`src/crank_cam_defines.vh`:
```
// What this block does
// - Watch crank edges arrive while cranking.
// - Count crank teeth every full revolution.
// - Crank request high while running and moving.
// - No cam edge while cranking flags fault.
// - No cam edge while running flags fault.
// - Phase flag must toggle every revolution.
// - Cranking, no crank pulse 2.0 s: fault.
// - Running, no crank pulse 0.1 s: fault.
// - Wrong tooth count per revolution: range fault.
// - Starter on, request off 0.512 s: fault.
// - Request active five times in window: fault.
`ifndef CRANK_CAM_DEFINES_VH
`define CRANK_CAM_DEFINES_VH

// ============================================================
// Timing, in milliseconds or microseconds and derived cycles at 20 MHz
// ============================================================
`define CLK_HZ 20000000
`define CRANK_TMO_MS 2000
`define CRANK_TMO_CYC ((`CRANK_TMO_MS * (`CLK_HZ / 1000)))
`define RUN_TMO_MS 100
`define RUN_TMO_CYC ((`RUN_TMO_MS * (`CLK_HZ / 1000)))
`define REQ_LOW_US 512000
`define REQ_LOW_CYC ((`REQ_LOW_US * (`CLK_HZ / 1000000)))
`define SEG30_MAX_US 77000
`define SEG30_MAX_CYC ((`SEG30_MAX_US * (`CLK_HZ / 1000000)))
`define CAM_TMO_MS 5000
`define CAM_TMO_CYC ((`CAM_TMO_MS * (`CLK_HZ / 1000)))

// ============================================================
// Thresholds and counts
// ============================================================
`define RPM_CRANK_MIN 16'd600
`define RPM_RUN_MIN 16'd1000
`define RPM_REQ_LO 16'd1500
`define RPM_REQ_HI 16'd4000
`define SPEED_REQ_MIN 8'h09
`define VBAT_MIN_MV 16'd6500
`define VBAT_MAX_MV 16'd16000
`define REQ_HIGH_COUNT 3'd5
`define TEETH_PER_REV 8'd34

// ============================================================
// Fault vector bit positions
// ============================================================
`define F_CRANK_OPEN 0
`define F_CRANK_RANGE 1
`define F_REQ_HIGH 2
`define F_REQ_LOW 3
`define F_CAM_OPEN 4
`define F_PHASE 5
`define F_WIDTH 6

`endif

```
`src/crank_cam_timer.v`:
```
`timescale 1ns/100ps
// ============================================================
// Timeout counter: restarts on kick or when disabled
// ============================================================
module crank_cam_timer #(
    parameter [31:0] LIMIT = 32'd100
) (
    // Clock and reset
    input wire sys_clk_i,
    input wire rst_b_i,
    // Control
    input wire enable_i,
    input wire kick_i,
    // Result
    output reg expired_o
);

reg [31:0] count_reg; // Cycles since last kick

// Counter saturates at LIMIT - 1 so it never wraps into a false pass
always @(posedge sys_clk_i or negedge rst_b_i) begin
    if (!rst_b_i) begin
        count_reg <= 32'h0;
        expired_o <= 1'b0;
    end else if (!enable_i || kick_i) begin
        count_reg <= 32'h0;
        expired_o <= 1'b0;
    end else if (count_reg >= LIMIT - 32'h1) begin
        expired_o <= 1'b1;
    end else begin
        count_reg <= count_reg + 32'h1;
    end
end

endmodule // crank_cam_timer

```
`src/crank_cam_signal_monitor.v`:
```
`timescale 1ns/100ps
`include "crank_cam_defines.vh"
module crank_cam_signal_monitor #(
    parameter [31:0] CRANK_TMO = `CRANK_TMO_CYC,
    parameter [31:0] RUN_TMO = `RUN_TMO_CYC,
    parameter [31:0] REQ_LOW_TMO = `REQ_LOW_CYC,
    parameter [31:0] SEG30_MAX = `SEG30_MAX_CYC,
    parameter [31:0] CAM_TMO = `CAM_TMO_CYC
) (
    // Clock and reset
    input wire sys_clk_i,
    input wire rst_b_i,
    // Sensor pins (asynchronous)
    input wire crank_position_sensor_i,
    input wire cam_position_sensor_i,
    input wire gap_tooth_i,
    input wire crank_request_i,
    input wire starter_relay_i,
    // Engine state from controller logic
    input wire cranking_i,
    input wire [15:0] engine_rpm_i,
    input wire [7:0] vehicle_speed_i,
    input wire [15:0] battery_mv_i,
    // Fault clear, one bit per flag
    input wire [5:0] fault_clear_i,
    // Status
    output reg [5:0] fault_flags_o,
    output reg fault_indicator_lamp_o
);

// ============================================================
// Input synchronisers: three stages, change once 2nd and 3rd agree
// ============================================================
reg [2:0] crank_sync_reg;
reg [2:0] cam_sync_reg;
reg [2:0] gap_sync_reg;
reg [2:0] req_sync_reg;
reg [2:0] rly_sync_reg;
reg crank_reg; // Filtered levels
reg cam_reg;
reg gap_reg;
reg req_reg;
reg rly_reg;

// Filter: keep old level while stages disagree
function filt;
    input [2:0] s;
    input old;
    begin
        filt = (s[1] == s[2]) ? s[1] : old;
    end
endfunction

always @(posedge sys_clk_i or negedge rst_b_i) begin
    if (!rst_b_i) begin
        crank_sync_reg <= 3'h0;
        cam_sync_reg <= 3'h0;
        gap_sync_reg <= 3'h0;
        req_sync_reg <= 3'h0;
        rly_sync_reg <= 3'h0;
        crank_reg <= 1'b0;
        cam_reg <= 1'b0;
        gap_reg <= 1'b0;
        req_reg <= 1'b0;
        rly_reg <= 1'b0;
    end else begin
        crank_sync_reg <= {crank_sync_reg[1:0], crank_position_sensor_i};
        cam_sync_reg <= {cam_sync_reg[1:0], cam_position_sensor_i};
        gap_sync_reg <= {gap_sync_reg[1:0], gap_tooth_i};
        req_sync_reg <= {req_sync_reg[1:0], crank_request_i};
        rly_sync_reg <= {rly_sync_reg[1:0], starter_relay_i};
        crank_reg <= filt(crank_sync_reg, crank_reg);
        cam_reg <= filt(cam_sync_reg, cam_reg);
        gap_reg <= filt(gap_sync_reg, gap_reg);
        req_reg <= filt(req_sync_reg, req_reg);
        rly_reg <= filt(rly_sync_reg, rly_reg);
    end
end

// Edge detection on the filtered levels only
reg crank_d_reg;
reg cam_d_reg;
reg gap_d_reg;
reg req_d_reg;
wire crank_rise = crank_reg & ~crank_d_reg; // One tooth
wire cam_edge = cam_reg ^ cam_d_reg; // Cam edge, either polarity
wire gap_rise = gap_reg & ~gap_d_reg; // Missing-tooth marker
wire req_rise = req_reg & ~req_d_reg; // Request becoming active

always @(posedge sys_clk_i or negedge rst_b_i) begin
    if (!rst_b_i) begin
        crank_d_reg <= 1'b0;
        cam_d_reg <= 1'b0;
        gap_d_reg <= 1'b0;
        req_d_reg <= 1'b0;
    end else begin
        crank_d_reg <= crank_reg;
        cam_d_reg <= cam_reg;
        gap_d_reg <= gap_reg;
        req_d_reg <= req_reg;
    end
end

// ============================================================
// Enable windows
// ============================================================
wire vbat_ok = (battery_mv_i >= `VBAT_MIN_MV) && (battery_mv_i <= `VBAT_MAX_MV);
wire crank_en = cranking_i && vbat_ok && (engine_rpm_i >= `RPM_CRANK_MIN);
wire run_en = !cranking_i && (engine_rpm_i >= `RPM_RUN_MIN);
wire range_en = !cranking_i && (engine_rpm_i >= `RPM_CRANK_MIN);
wire moving = vehicle_speed_i >= `SPEED_REQ_MIN;
wire req_win = moving && (engine_rpm_i >= `RPM_REQ_LO) && (engine_rpm_i <= `RPM_REQ_HI);

// ============================================================
// Missing crank pulse, cam edge and request-low timers
// ============================================================
wire crank_tmo; // Cranking timeout hit
wire run_tmo; // Running timeout hit
wire cam_crank_tmo;
wire cam_run_tmo;
wire req_low_tmo;

// Normal edges checked during cranking
crank_cam_timer #(.LIMIT(CRANK_TMO)) u_crank_tmr (
    .sys_clk_i(sys_clk_i),
    .rst_b_i(rst_b_i),
    .enable_i(crank_en),
    .kick_i(crank_rise),
    .expired_o(crank_tmo)
);

// Short running timeout above rpm threshold
crank_cam_timer #(.LIMIT(RUN_TMO)) u_run_tmr (
    .sys_clk_i(sys_clk_i),
    .rst_b_i(rst_b_i),
    .enable_i(run_en),
    .kick_i(crank_rise),
    .expired_o(run_tmo)
);

// Cam edge watchdog while cranking
crank_cam_timer #(.LIMIT(CAM_TMO)) u_cam_crank_tmr (
    .sys_clk_i(sys_clk_i),
    .rst_b_i(rst_b_i),
    .enable_i(cranking_i),
    .kick_i(cam_edge),
    .expired_o(cam_crank_tmo)
);

// Cam edge watchdog in normal running
crank_cam_timer #(.LIMIT(CAM_TMO)) u_cam_run_tmr (
    .sys_clk_i(sys_clk_i),
    .rst_b_i(rst_b_i),
    .enable_i(run_en),
    .kick_i(cam_edge),
    .expired_o(cam_run_tmo)
);

// Starter on with request off, qualified by time
crank_cam_timer #(.LIMIT(REQ_LOW_TMO)) u_req_low_tmr (
    .sys_clk_i(sys_clk_i),
    .rst_b_i(rst_b_i),
    .enable_i(rly_reg && !req_reg),
    .kick_i(1'b0),
    .expired_o(req_low_tmo)
);

// ============================================================
// Per-revolution tooth count, 30 degree time and phase
// ============================================================
reg [7:0] tooth_cnt_reg; // Teeth since last gap
reg [31:0] seg_cnt_reg; // Cycles since last tooth
reg seg_slow_reg; // A tooth interval ran too long this revolution
reg rev_seen_reg; // First gap passed, counts are valid
reg cam_lvl_rev_reg; // Cam level at previous gap
reg tooth_bad_reg; // Count mismatch pulse
reg phase_bad_reg; // No phase toggle pulse

// Count between gaps; the first gap only arms the check
always @(posedge sys_clk_i or negedge rst_b_i) begin
    if (!rst_b_i) begin
        tooth_cnt_reg <= 8'h0;
        seg_cnt_reg <= 32'h0;
        seg_slow_reg <= 1'b0;
        rev_seen_reg <= 1'b0;
        cam_lvl_rev_reg <= 1'b0;
        tooth_bad_reg <= 1'b0;
        phase_bad_reg <= 1'b0;
    end else begin
        tooth_bad_reg <= 1'b0;
        phase_bad_reg <= 1'b0;
        // Interval timer; saturates so slow cranking stays marked slow
        if (crank_rise) begin
            seg_cnt_reg <= 32'h0;
        end else if (seg_cnt_reg < SEG30_MAX) begin
            seg_cnt_reg <= seg_cnt_reg + 32'h1;
        end
        if (gap_rise) begin
            // Compare once per revolution
            if (rev_seen_reg && range_en && !seg_slow_reg &&
                tooth_cnt_reg != `TEETH_PER_REV) begin
                tooth_bad_reg <= 1'b1;
            end
            // Phase flag must change every 360 degrees
            if (rev_seen_reg && range_en && cam_reg == cam_lvl_rev_reg) begin
                phase_bad_reg <= 1'b1;
            end
            cam_lvl_rev_reg <= cam_reg;
            rev_seen_reg <= 1'b1;
            tooth_cnt_reg <= 8'h0;
            seg_slow_reg <= 1'b0;
        end else begin
            if (crank_rise && tooth_cnt_reg != 8'hff) begin
                tooth_cnt_reg <= tooth_cnt_reg + 8'h1;
            end
            if (seg_cnt_reg >= SEG30_MAX) begin
                seg_slow_reg <= 1'b1;
            end
        end
    end
end

// ============================================================
// Crank request high: count activations inside the window
// ============================================================
reg [2:0] req_cnt_reg; // Activations seen while moving
reg req_high_reg; // Fifth activation pulse

// Any count of five sets the fault, then restarts
always @(posedge sys_clk_i or negedge rst_b_i) begin
    if (!rst_b_i) begin
        req_cnt_reg <= 3'h0;
        req_high_reg <= 1'b0;
    end else begin
        req_high_reg <= 1'b0;
        if (req_rise && req_win) begin
            if (req_cnt_reg == `REQ_HIGH_COUNT - 3'd1) begin
                req_high_reg <= 1'b1;
                req_cnt_reg <= 3'h0;
            end else begin
                req_cnt_reg <= req_cnt_reg + 3'h1;
            end
        end
    end
end

// ============================================================
// Sticky fault flags: a new event wins over a clear
// ============================================================
reg [5:0] fault_set; // Events this cycle
always @* begin
    fault_set = 6'h0;
    fault_set[`F_CRANK_OPEN] = crank_tmo | run_tmo;
    fault_set[`F_CRANK_RANGE] = tooth_bad_reg;
    fault_set[`F_REQ_HIGH] = req_high_reg;
    fault_set[`F_REQ_LOW] = req_low_tmo;
    fault_set[`F_CAM_OPEN] = cam_crank_tmo | cam_run_tmo;
    fault_set[`F_PHASE] = phase_bad_reg;
end

// Held until cleared
always @(posedge sys_clk_i or negedge rst_b_i) begin
    if (!rst_b_i) begin
        fault_flags_o <= 6'h0;
        fault_indicator_lamp_o <= 1'b0;
    end else begin
        fault_flags_o <= (fault_flags_o & ~fault_clear_i) | fault_set;
        fault_indicator_lamp_o <= |((fault_flags_o & ~fault_clear_i) | fault_set);
    end
end

endmodule // crank_cam_signal_monitor

```
`config.mk`:
```
export PLATFORM = sky130hd
export DESIGN_NAME = crank_cam_signal_monitor
export DESIGN_NICKNAME = d
export VERILOG_FILES = /design/src/crank_cam_timer.v /design/src/crank_cam_signal_monitor.v
export VERILOG_INCLUDE_DIRS = /design/src
export SDC_FILE = /design/constraint.sdc
export NUM_CORES = 1
export LEC_CHECK = 0
export ABC_CLOCK_PERIOD_IN_PS = 4700
export BUFFER_PORTS_ARGS = -buffer_cell sky130_fd_sc_hd__buf_2
export CAP_MARGIN = 20
export CORE_MARGIN = 2
export CORE_UTILIZATION = 65
export DETAILED_ROUTE_END_ITERATION = 12
export GPL_TIMING_DRIVEN = 0
export PLACE_DENSITY_LB_ADDON = 0.3
export SYNTH_ARGS = -nofsm -noshare
export SYNTH_HDL_FRONTEND = slang
export SYNTH_SLANG_ARGS = --single-unit
export TNS_END_PERCENT = 10
```
`constraint.sdc`:
```
create_clock -name sys_clk_i -period 4.7 [get_ports sys_clk_i]
set_clock_uncertainty 0.2 [all_clocks]
set_input_delay 0 -clock sys_clk_i [delete_from_list [all_inputs] [get_ports sys_clk_i]]
set_output_delay 0 -clock sys_clk_i [all_outputs]
set_load 0.05 [all_outputs]
```
Word level (Yosys, flattened, before mapping)
Index checks and enable logic that the tools add are counted.
{ "totals": {"out_inout_bits": 7, "word_cells": 148, "reg_bits": 245, "input_bits": 54} }
{ "classes": {"n_reduce_logical": 31, "n_lt_le_gt_ge": 14, "n_bitwise": 12, "n_eq_ne": 15, "add_sub_neg": 8, "mux": 33} }
{ "ops": {"columns": ["cell", "count"], "rows": [
  ["$mux 32", 12],
  ["$add 32x1->32 const B", 6],
  ["$ge 32x21->1 const B", 2],
  ["$ge 32x27->1 const B", 2],
  ["$ge 16x10->1 const B", 2],
  ["$ge 32x24->1 const B", 1],
  ["$ge 32x26->1 const B", 1],
  ["$lt 32x21->1 const B", 1],
  ["$mux 1", 18],
  ["$ge 16x11->1 const B", 1],
  ["$ge 16x13->1 const B", 1],
  ["$le 16x12->1 const B", 1],
  ["$le 16x14->1 const B", 1],
  ["$mux 8", 2],
  ["$logic_and 1x1->1", 14],
  ["$reduce_bool 2->1", 7],
  ["$add 8x1->8 const B", 1],
  ["$ge 8x4->1 const B", 1],
  ["$ne 2x1->1 const B", 4],
  ["$ne 8x6->1 const B", 1],
  ["$ne 8x8->1 const B", 1],
  ["$and 6x6->6", 1],
  ["$eq 1x1->1", 6],
  ["$not 6->6", 1],
  ["other kinds (12)", 25]
]} }

Longest topological paths before layout
{ "logic_depth": {"word_depth": 7, "ltp_mapped": 9, "depth_no_buf": 7} }

Hierarchy
A second synthesis with hierarchy kept.
{ "unflattened": {"hier_cells": 1250, "hier_area_um2": 12231.7} }
{ "modules_own_cells": {"columns": ["module", "area_per_inst_um2", "cells_per_inst", "n_inst"], "rows": [
  ["crank_cam_signal_monitor", 3593.4, 334, 1],
  ["crank_cam_timer at u_cam_crank_tmr ...", 1690.4, 188, 2],
  ["crank_cam_timer at u_crank_tmr", 1859.3, 196, 1],
  ["crank_cam_timer at u_req_low_tmr", 1780.5, 187, 1],
  ["crank_cam_timer at u_run_tmr", 1617.8, 157, 1]
]} }

Worst setup path after synthesis
Ideal clock, no wire load.
{ "synth_path": {"kind": "reg2reg", "start": "register seg_cnt_reg[15]", "end": "register seg_cnt_reg[3]", "t_required_ns": 4.368, "setup_ns": 0.132, "arrival_ns": 2.014, "setup_slack_ns": 2.354, "stages_incl_launch_ff": 9, "path_cell_list": "dfrtp_1 or3b_1 or4_1 o211a_1 buf_6 buf_6 nand4_1 xor2_1 nor2_1"} }
{ "synth_between": {"elab_chain_len": 2} }
{ "synth_rtl": {"columns": ["item", "line", "text"], "rows": [
  ["from (decl)", "crank_cam_signal_monitor.v:172", "reg [31:0] seg_cnt_reg;"],
  ["from (signal assigned)", "crank_cam_signal_monitor.v:196", "seg_cnt_reg <= seg_cnt_reg + 32'h1;"],
  ["$lt 32x21->1", "crank_cam_signal_monitor.v:195", "end else if (seg_cnt_reg < SEG30_MAX) begin"],
  ["$reduce_bool 2->1 (no line)", null, null]
]} }
Every way passes these cells.
A chain may end at the register's enable or synchronous reset.

Worst setup path after layout
{ "layout_path": {"start": "input engine_rpm_i[6]", "end": "register req_cnt_reg[0]"} }
{ "layout_between": {"elab_chain_len": 4, "elab_cells_between_ends": 5, "cone_classes": "2 x order compare; 3 x reduce/logical"} }
{ "layout_rtl": {"columns": ["item", "line", "text"], "rows": [
  ["from (decl)", "crank_cam_signal_monitor.v:21", "input wire [15:0] engine_rpm_i,"],
  ["$ge 16x11->1 (no line)", null, null],
  ["$logic_and 1x1->1", "crank_cam_signal_monitor.v:112", "wire req_win = moving && (engine_rpm_i >= `RPM_REQ_LO) && (engine_rpm_i <= `RPM_REQ_HI);"],
  ["$logic_and 1x1->1 *", "crank_cam_signal_monitor.v:112", null],
  ["$logic_and 1x1->1 *", "crank_cam_signal_monitor.v:236", "if (req_rise && req_win) begin"],
  ["to (signal assigned)", "crank_cam_signal_monitor.v:241", "req_cnt_reg <= req_cnt_reg + 3'h1;"],
  ["to (decl)", "crank_cam_signal_monitor.v:226", "reg [2:0] req_cnt_reg;"]
]} }
Every way passes the cells marked *; elsewhere a longest branch is shown, timed or not.

==> metrics.cfg <==
[floorplan]
die_h_um = 137.3
start_util_pct = 66.50
rows = 48
io_pins = 61
die_width_um = 137.3
dieArea_um2 = 18840
core_area_um2 = 17360

[clock_tree]
clockBufferDepth = 3
cts_setup_buffers = 0
path_clk_slew_ns = 0.06
root_buffer = clkbuf_16
ctsResizeCount = 0
cts_buffers = 25
holdBufCountCts = 36
clock_sinks = 245
clkLatencyLatePin_ns = 0.53
cts_tree = yes
htreeDepth = 1

[grt]
grt_max_degree = 111
use_met3_pct = 4.010
grt_util_met2_pct = 49.78
grt_use_total_pct = 28.91
grt-ovfl-total = 0
antenna_found_initial = 1
grt_pass1_wl_mm = 44.22
grt_pass1_vias = 9324
busiest_layer = met2
use_met1_pct = 37.81

[sta]
slew_headroom_pct = 50.22
hold_violations = 0
fin_crit_sh_pct = 71.28
fmax_mhz = 298.5
setup_viol = 0
fin_ws_ns = 1.350
drv_slew = 0
min_period_ns = 3.350
grt_setup_unrepaired = false
tightest_slew_ns = 0.7467

[place]
pre_cts_slack_ns = 2.140
globalplace.congestion = 0.8814
port_buffers = 60
dp_hpwl_mm = 16.43

[finish]
final_cell_mix = 245 x dfrtp_1, 157 x nor2_1, 69 x nand2_1
diodes = 0
drive_above_1_share_pct = 9.946
utilization_pct = 77.25
fin_nets = 1344
syn2layout_area_growth_pct = 16.16
fill_cells = 1130
layout_commonest_cell = dfrtp_1

[synthesis]
syn_nets = 1219
ys_ff_latch = 245
avgSynthCellArea_um2 = 10.00
ys.flop_type = dfrtp_1
yosysSeqAreaShare_pct = 53.12
yosys_warnings = 0
synth_edf_count = 0
async_flop_share_pct = 100.0
ys_types = 64
syn_area_um2 = 11540
syn_inst = 1154

[setup_path]
crit_path_top_delay_cell = dlygate4sd3_1
cp_max_fo = 5
crit_arrival_ns = 3.56
crit_path_end_kind = flip-flop
critPathBufInv = 5
required_ns = 4.91
path_class = input pin to flip-flop
crit_top_cell = dlygate4sd3_1
crit_chain = dlygate4sd3_1 > buf_2 > nor4_1 > dlygate4sd3_1 > a21oi_1 > dlygate4sd3_1 > a211oi_1 > dlygate4sd3_1 > nand2_1 > mux2_2
slowest_delay_ns = 0.61
cp-start-kind = input pin
critPathTopFamily = buffers and inverters

[run_status]
status = completed

[route]
wl_mm = 26.00
vias_per_cell = 6.170
ant_nets = 0
drc = 0
routedWlPerCell_um = 17.08
vias = 9390
drt-pass1-iter-count = 5
drt-initial-drc-count = 584

[pwr]
p_switching_uw = 1080
max-vdd-ir-drop_v = 0.0003925
seqPwrFrac_pct = 48.5
p_clk_share_pct = 44.3
combPwrFrac_pct = 7.2
pwr_density_cell_nw_per_um2 = 340.4
p_sw_share_pct = 23.66
p_int_uw = 3484
p_leak_uw = 0.005984

[worst_hold_path]
hp-class = input pin to flip-flop

[run]
cap_violations = 0

## per-stage QoR
step / hold slack [ns] / TNS, ns / instances / total power [µW] / instance area (µm²)
6_report: 0.07299 / 0 / 1522 / 4564 / 13410
5_1_grt: 0.1044 / 0 / 1522 / 4733 / 13410
2_1_floorplan: -0.4956 / 0 / 1154 / 2410 / 11540
4_1_cts: 0.01991 / 0 / 1522 / 4594 / 13410
3_5_place_dp: -0.2496 / 0 / 1441 / 2552 / 12190
3_3_place_gp: -0.09229 / -171.60 / 1439 / 2532 / 12120
## layout make-up
type                       count  area, µm²  area share, %
clock inverter                12      145.1          1.082
timing repair buffer          98      743.2          5.543
buffer                        44      191.4          1.428
multi-input combinational    836       5111          38.12
tap                          225      281.5          2.100
inverter                      29      108.9         0.8119
clock buffer                  33      695.7          5.188
sequential                   245       6131          45.73
## routing by layer
| metal | vias up | part of all wire (%) |
|---|---|---|
| met2 | 310 | 49 |
| li1 | 4362 | - |
| met1 | 4646 | 43 |
| met3 | 70 | 4.8 |
| met4 | 2 | 3.0 |
| met5 | - | 0.050 |
## cell usage after synthesis, drive strengths merged, types with 16 or more instances
library cell | n | area, µm²
a21oi | 39 | 195.2
and2 | 33 | 206.5
and3 | 58 | 362.9
and4 | 16 | 140.1
clkbuf | 39 | 147.6
dfrtp | 245 | 6131
inv | 29 | 108.9
nand2 | 70 | 265.3
nand3 | 56 | 280.3
nand4 | 51 | 325.3
nor2 | 157 | 589.3
nor3 | 29 | 155.2
nor4 | 30 | 187.7
o21ai | 37 | 185.2
or3 | 19 | 123.9
or4 | 16 | 123.9
xnor2 | 41 | 359.1
xor2 | 62 | 543.0
## worst reg2reg max path, delay by kind of cell (launching register included)
kind | cells | cell delay, ns
AND/OR/NAND/NOR | 6 | 1.02
buffers and inverters | 3 | 1.53
flip-flops | 1 | 0.40
## final timing paths
path / startpoint / to / slack [ns] / depth (start not counted)
min: fault_clear_i[0] / fault_flags_o[0] / 0.07 / 3
min in group asynchronous: rst_b_i / u_cam_crank_tmr.count_reg[10] / 0.40 / 4
max: engine_rpm_i[6] / req_cnt_reg[0] / 1.35 / 10
max reg2reg: crank_reg / u_crank_tmr.expired_o / 1.48 / 9
min reg2reg: cam_sync_reg[0] / cam_sync_reg[1] / 0.15 / 0
max in group asynchronous: rst_b_i / seg_cnt_reg[2] / 3.03 / 5
## power by group through the flow
stage                     clock (µW)  sequential (µW)  combinational [µW]
final                           2020             2210                 329
after global routing            2140             2220                 373
after CTS                       2050             2210                 329
after detailed placement           0             2250                 303
after global placement             0             2250                 286
after floorplan                    0             2250                 158
## logic make-up (layout without fill, tap and decap cells)
kind of cell               Yosys count  count (layout)  synth area share [%]
buffers and inverters               73             216                 2.602
adders and majority gates           16              16                 1.626
AOI/OAI and AO/OA                  133             133                 7.426
muxes                               10              10                0.8997
and+or+nand+nor                    574             574                 26.52
xor gates and xnor gates           103             103                 7.816
DFF                                245             245                 53.12
(Power assumes the default switching activity.)
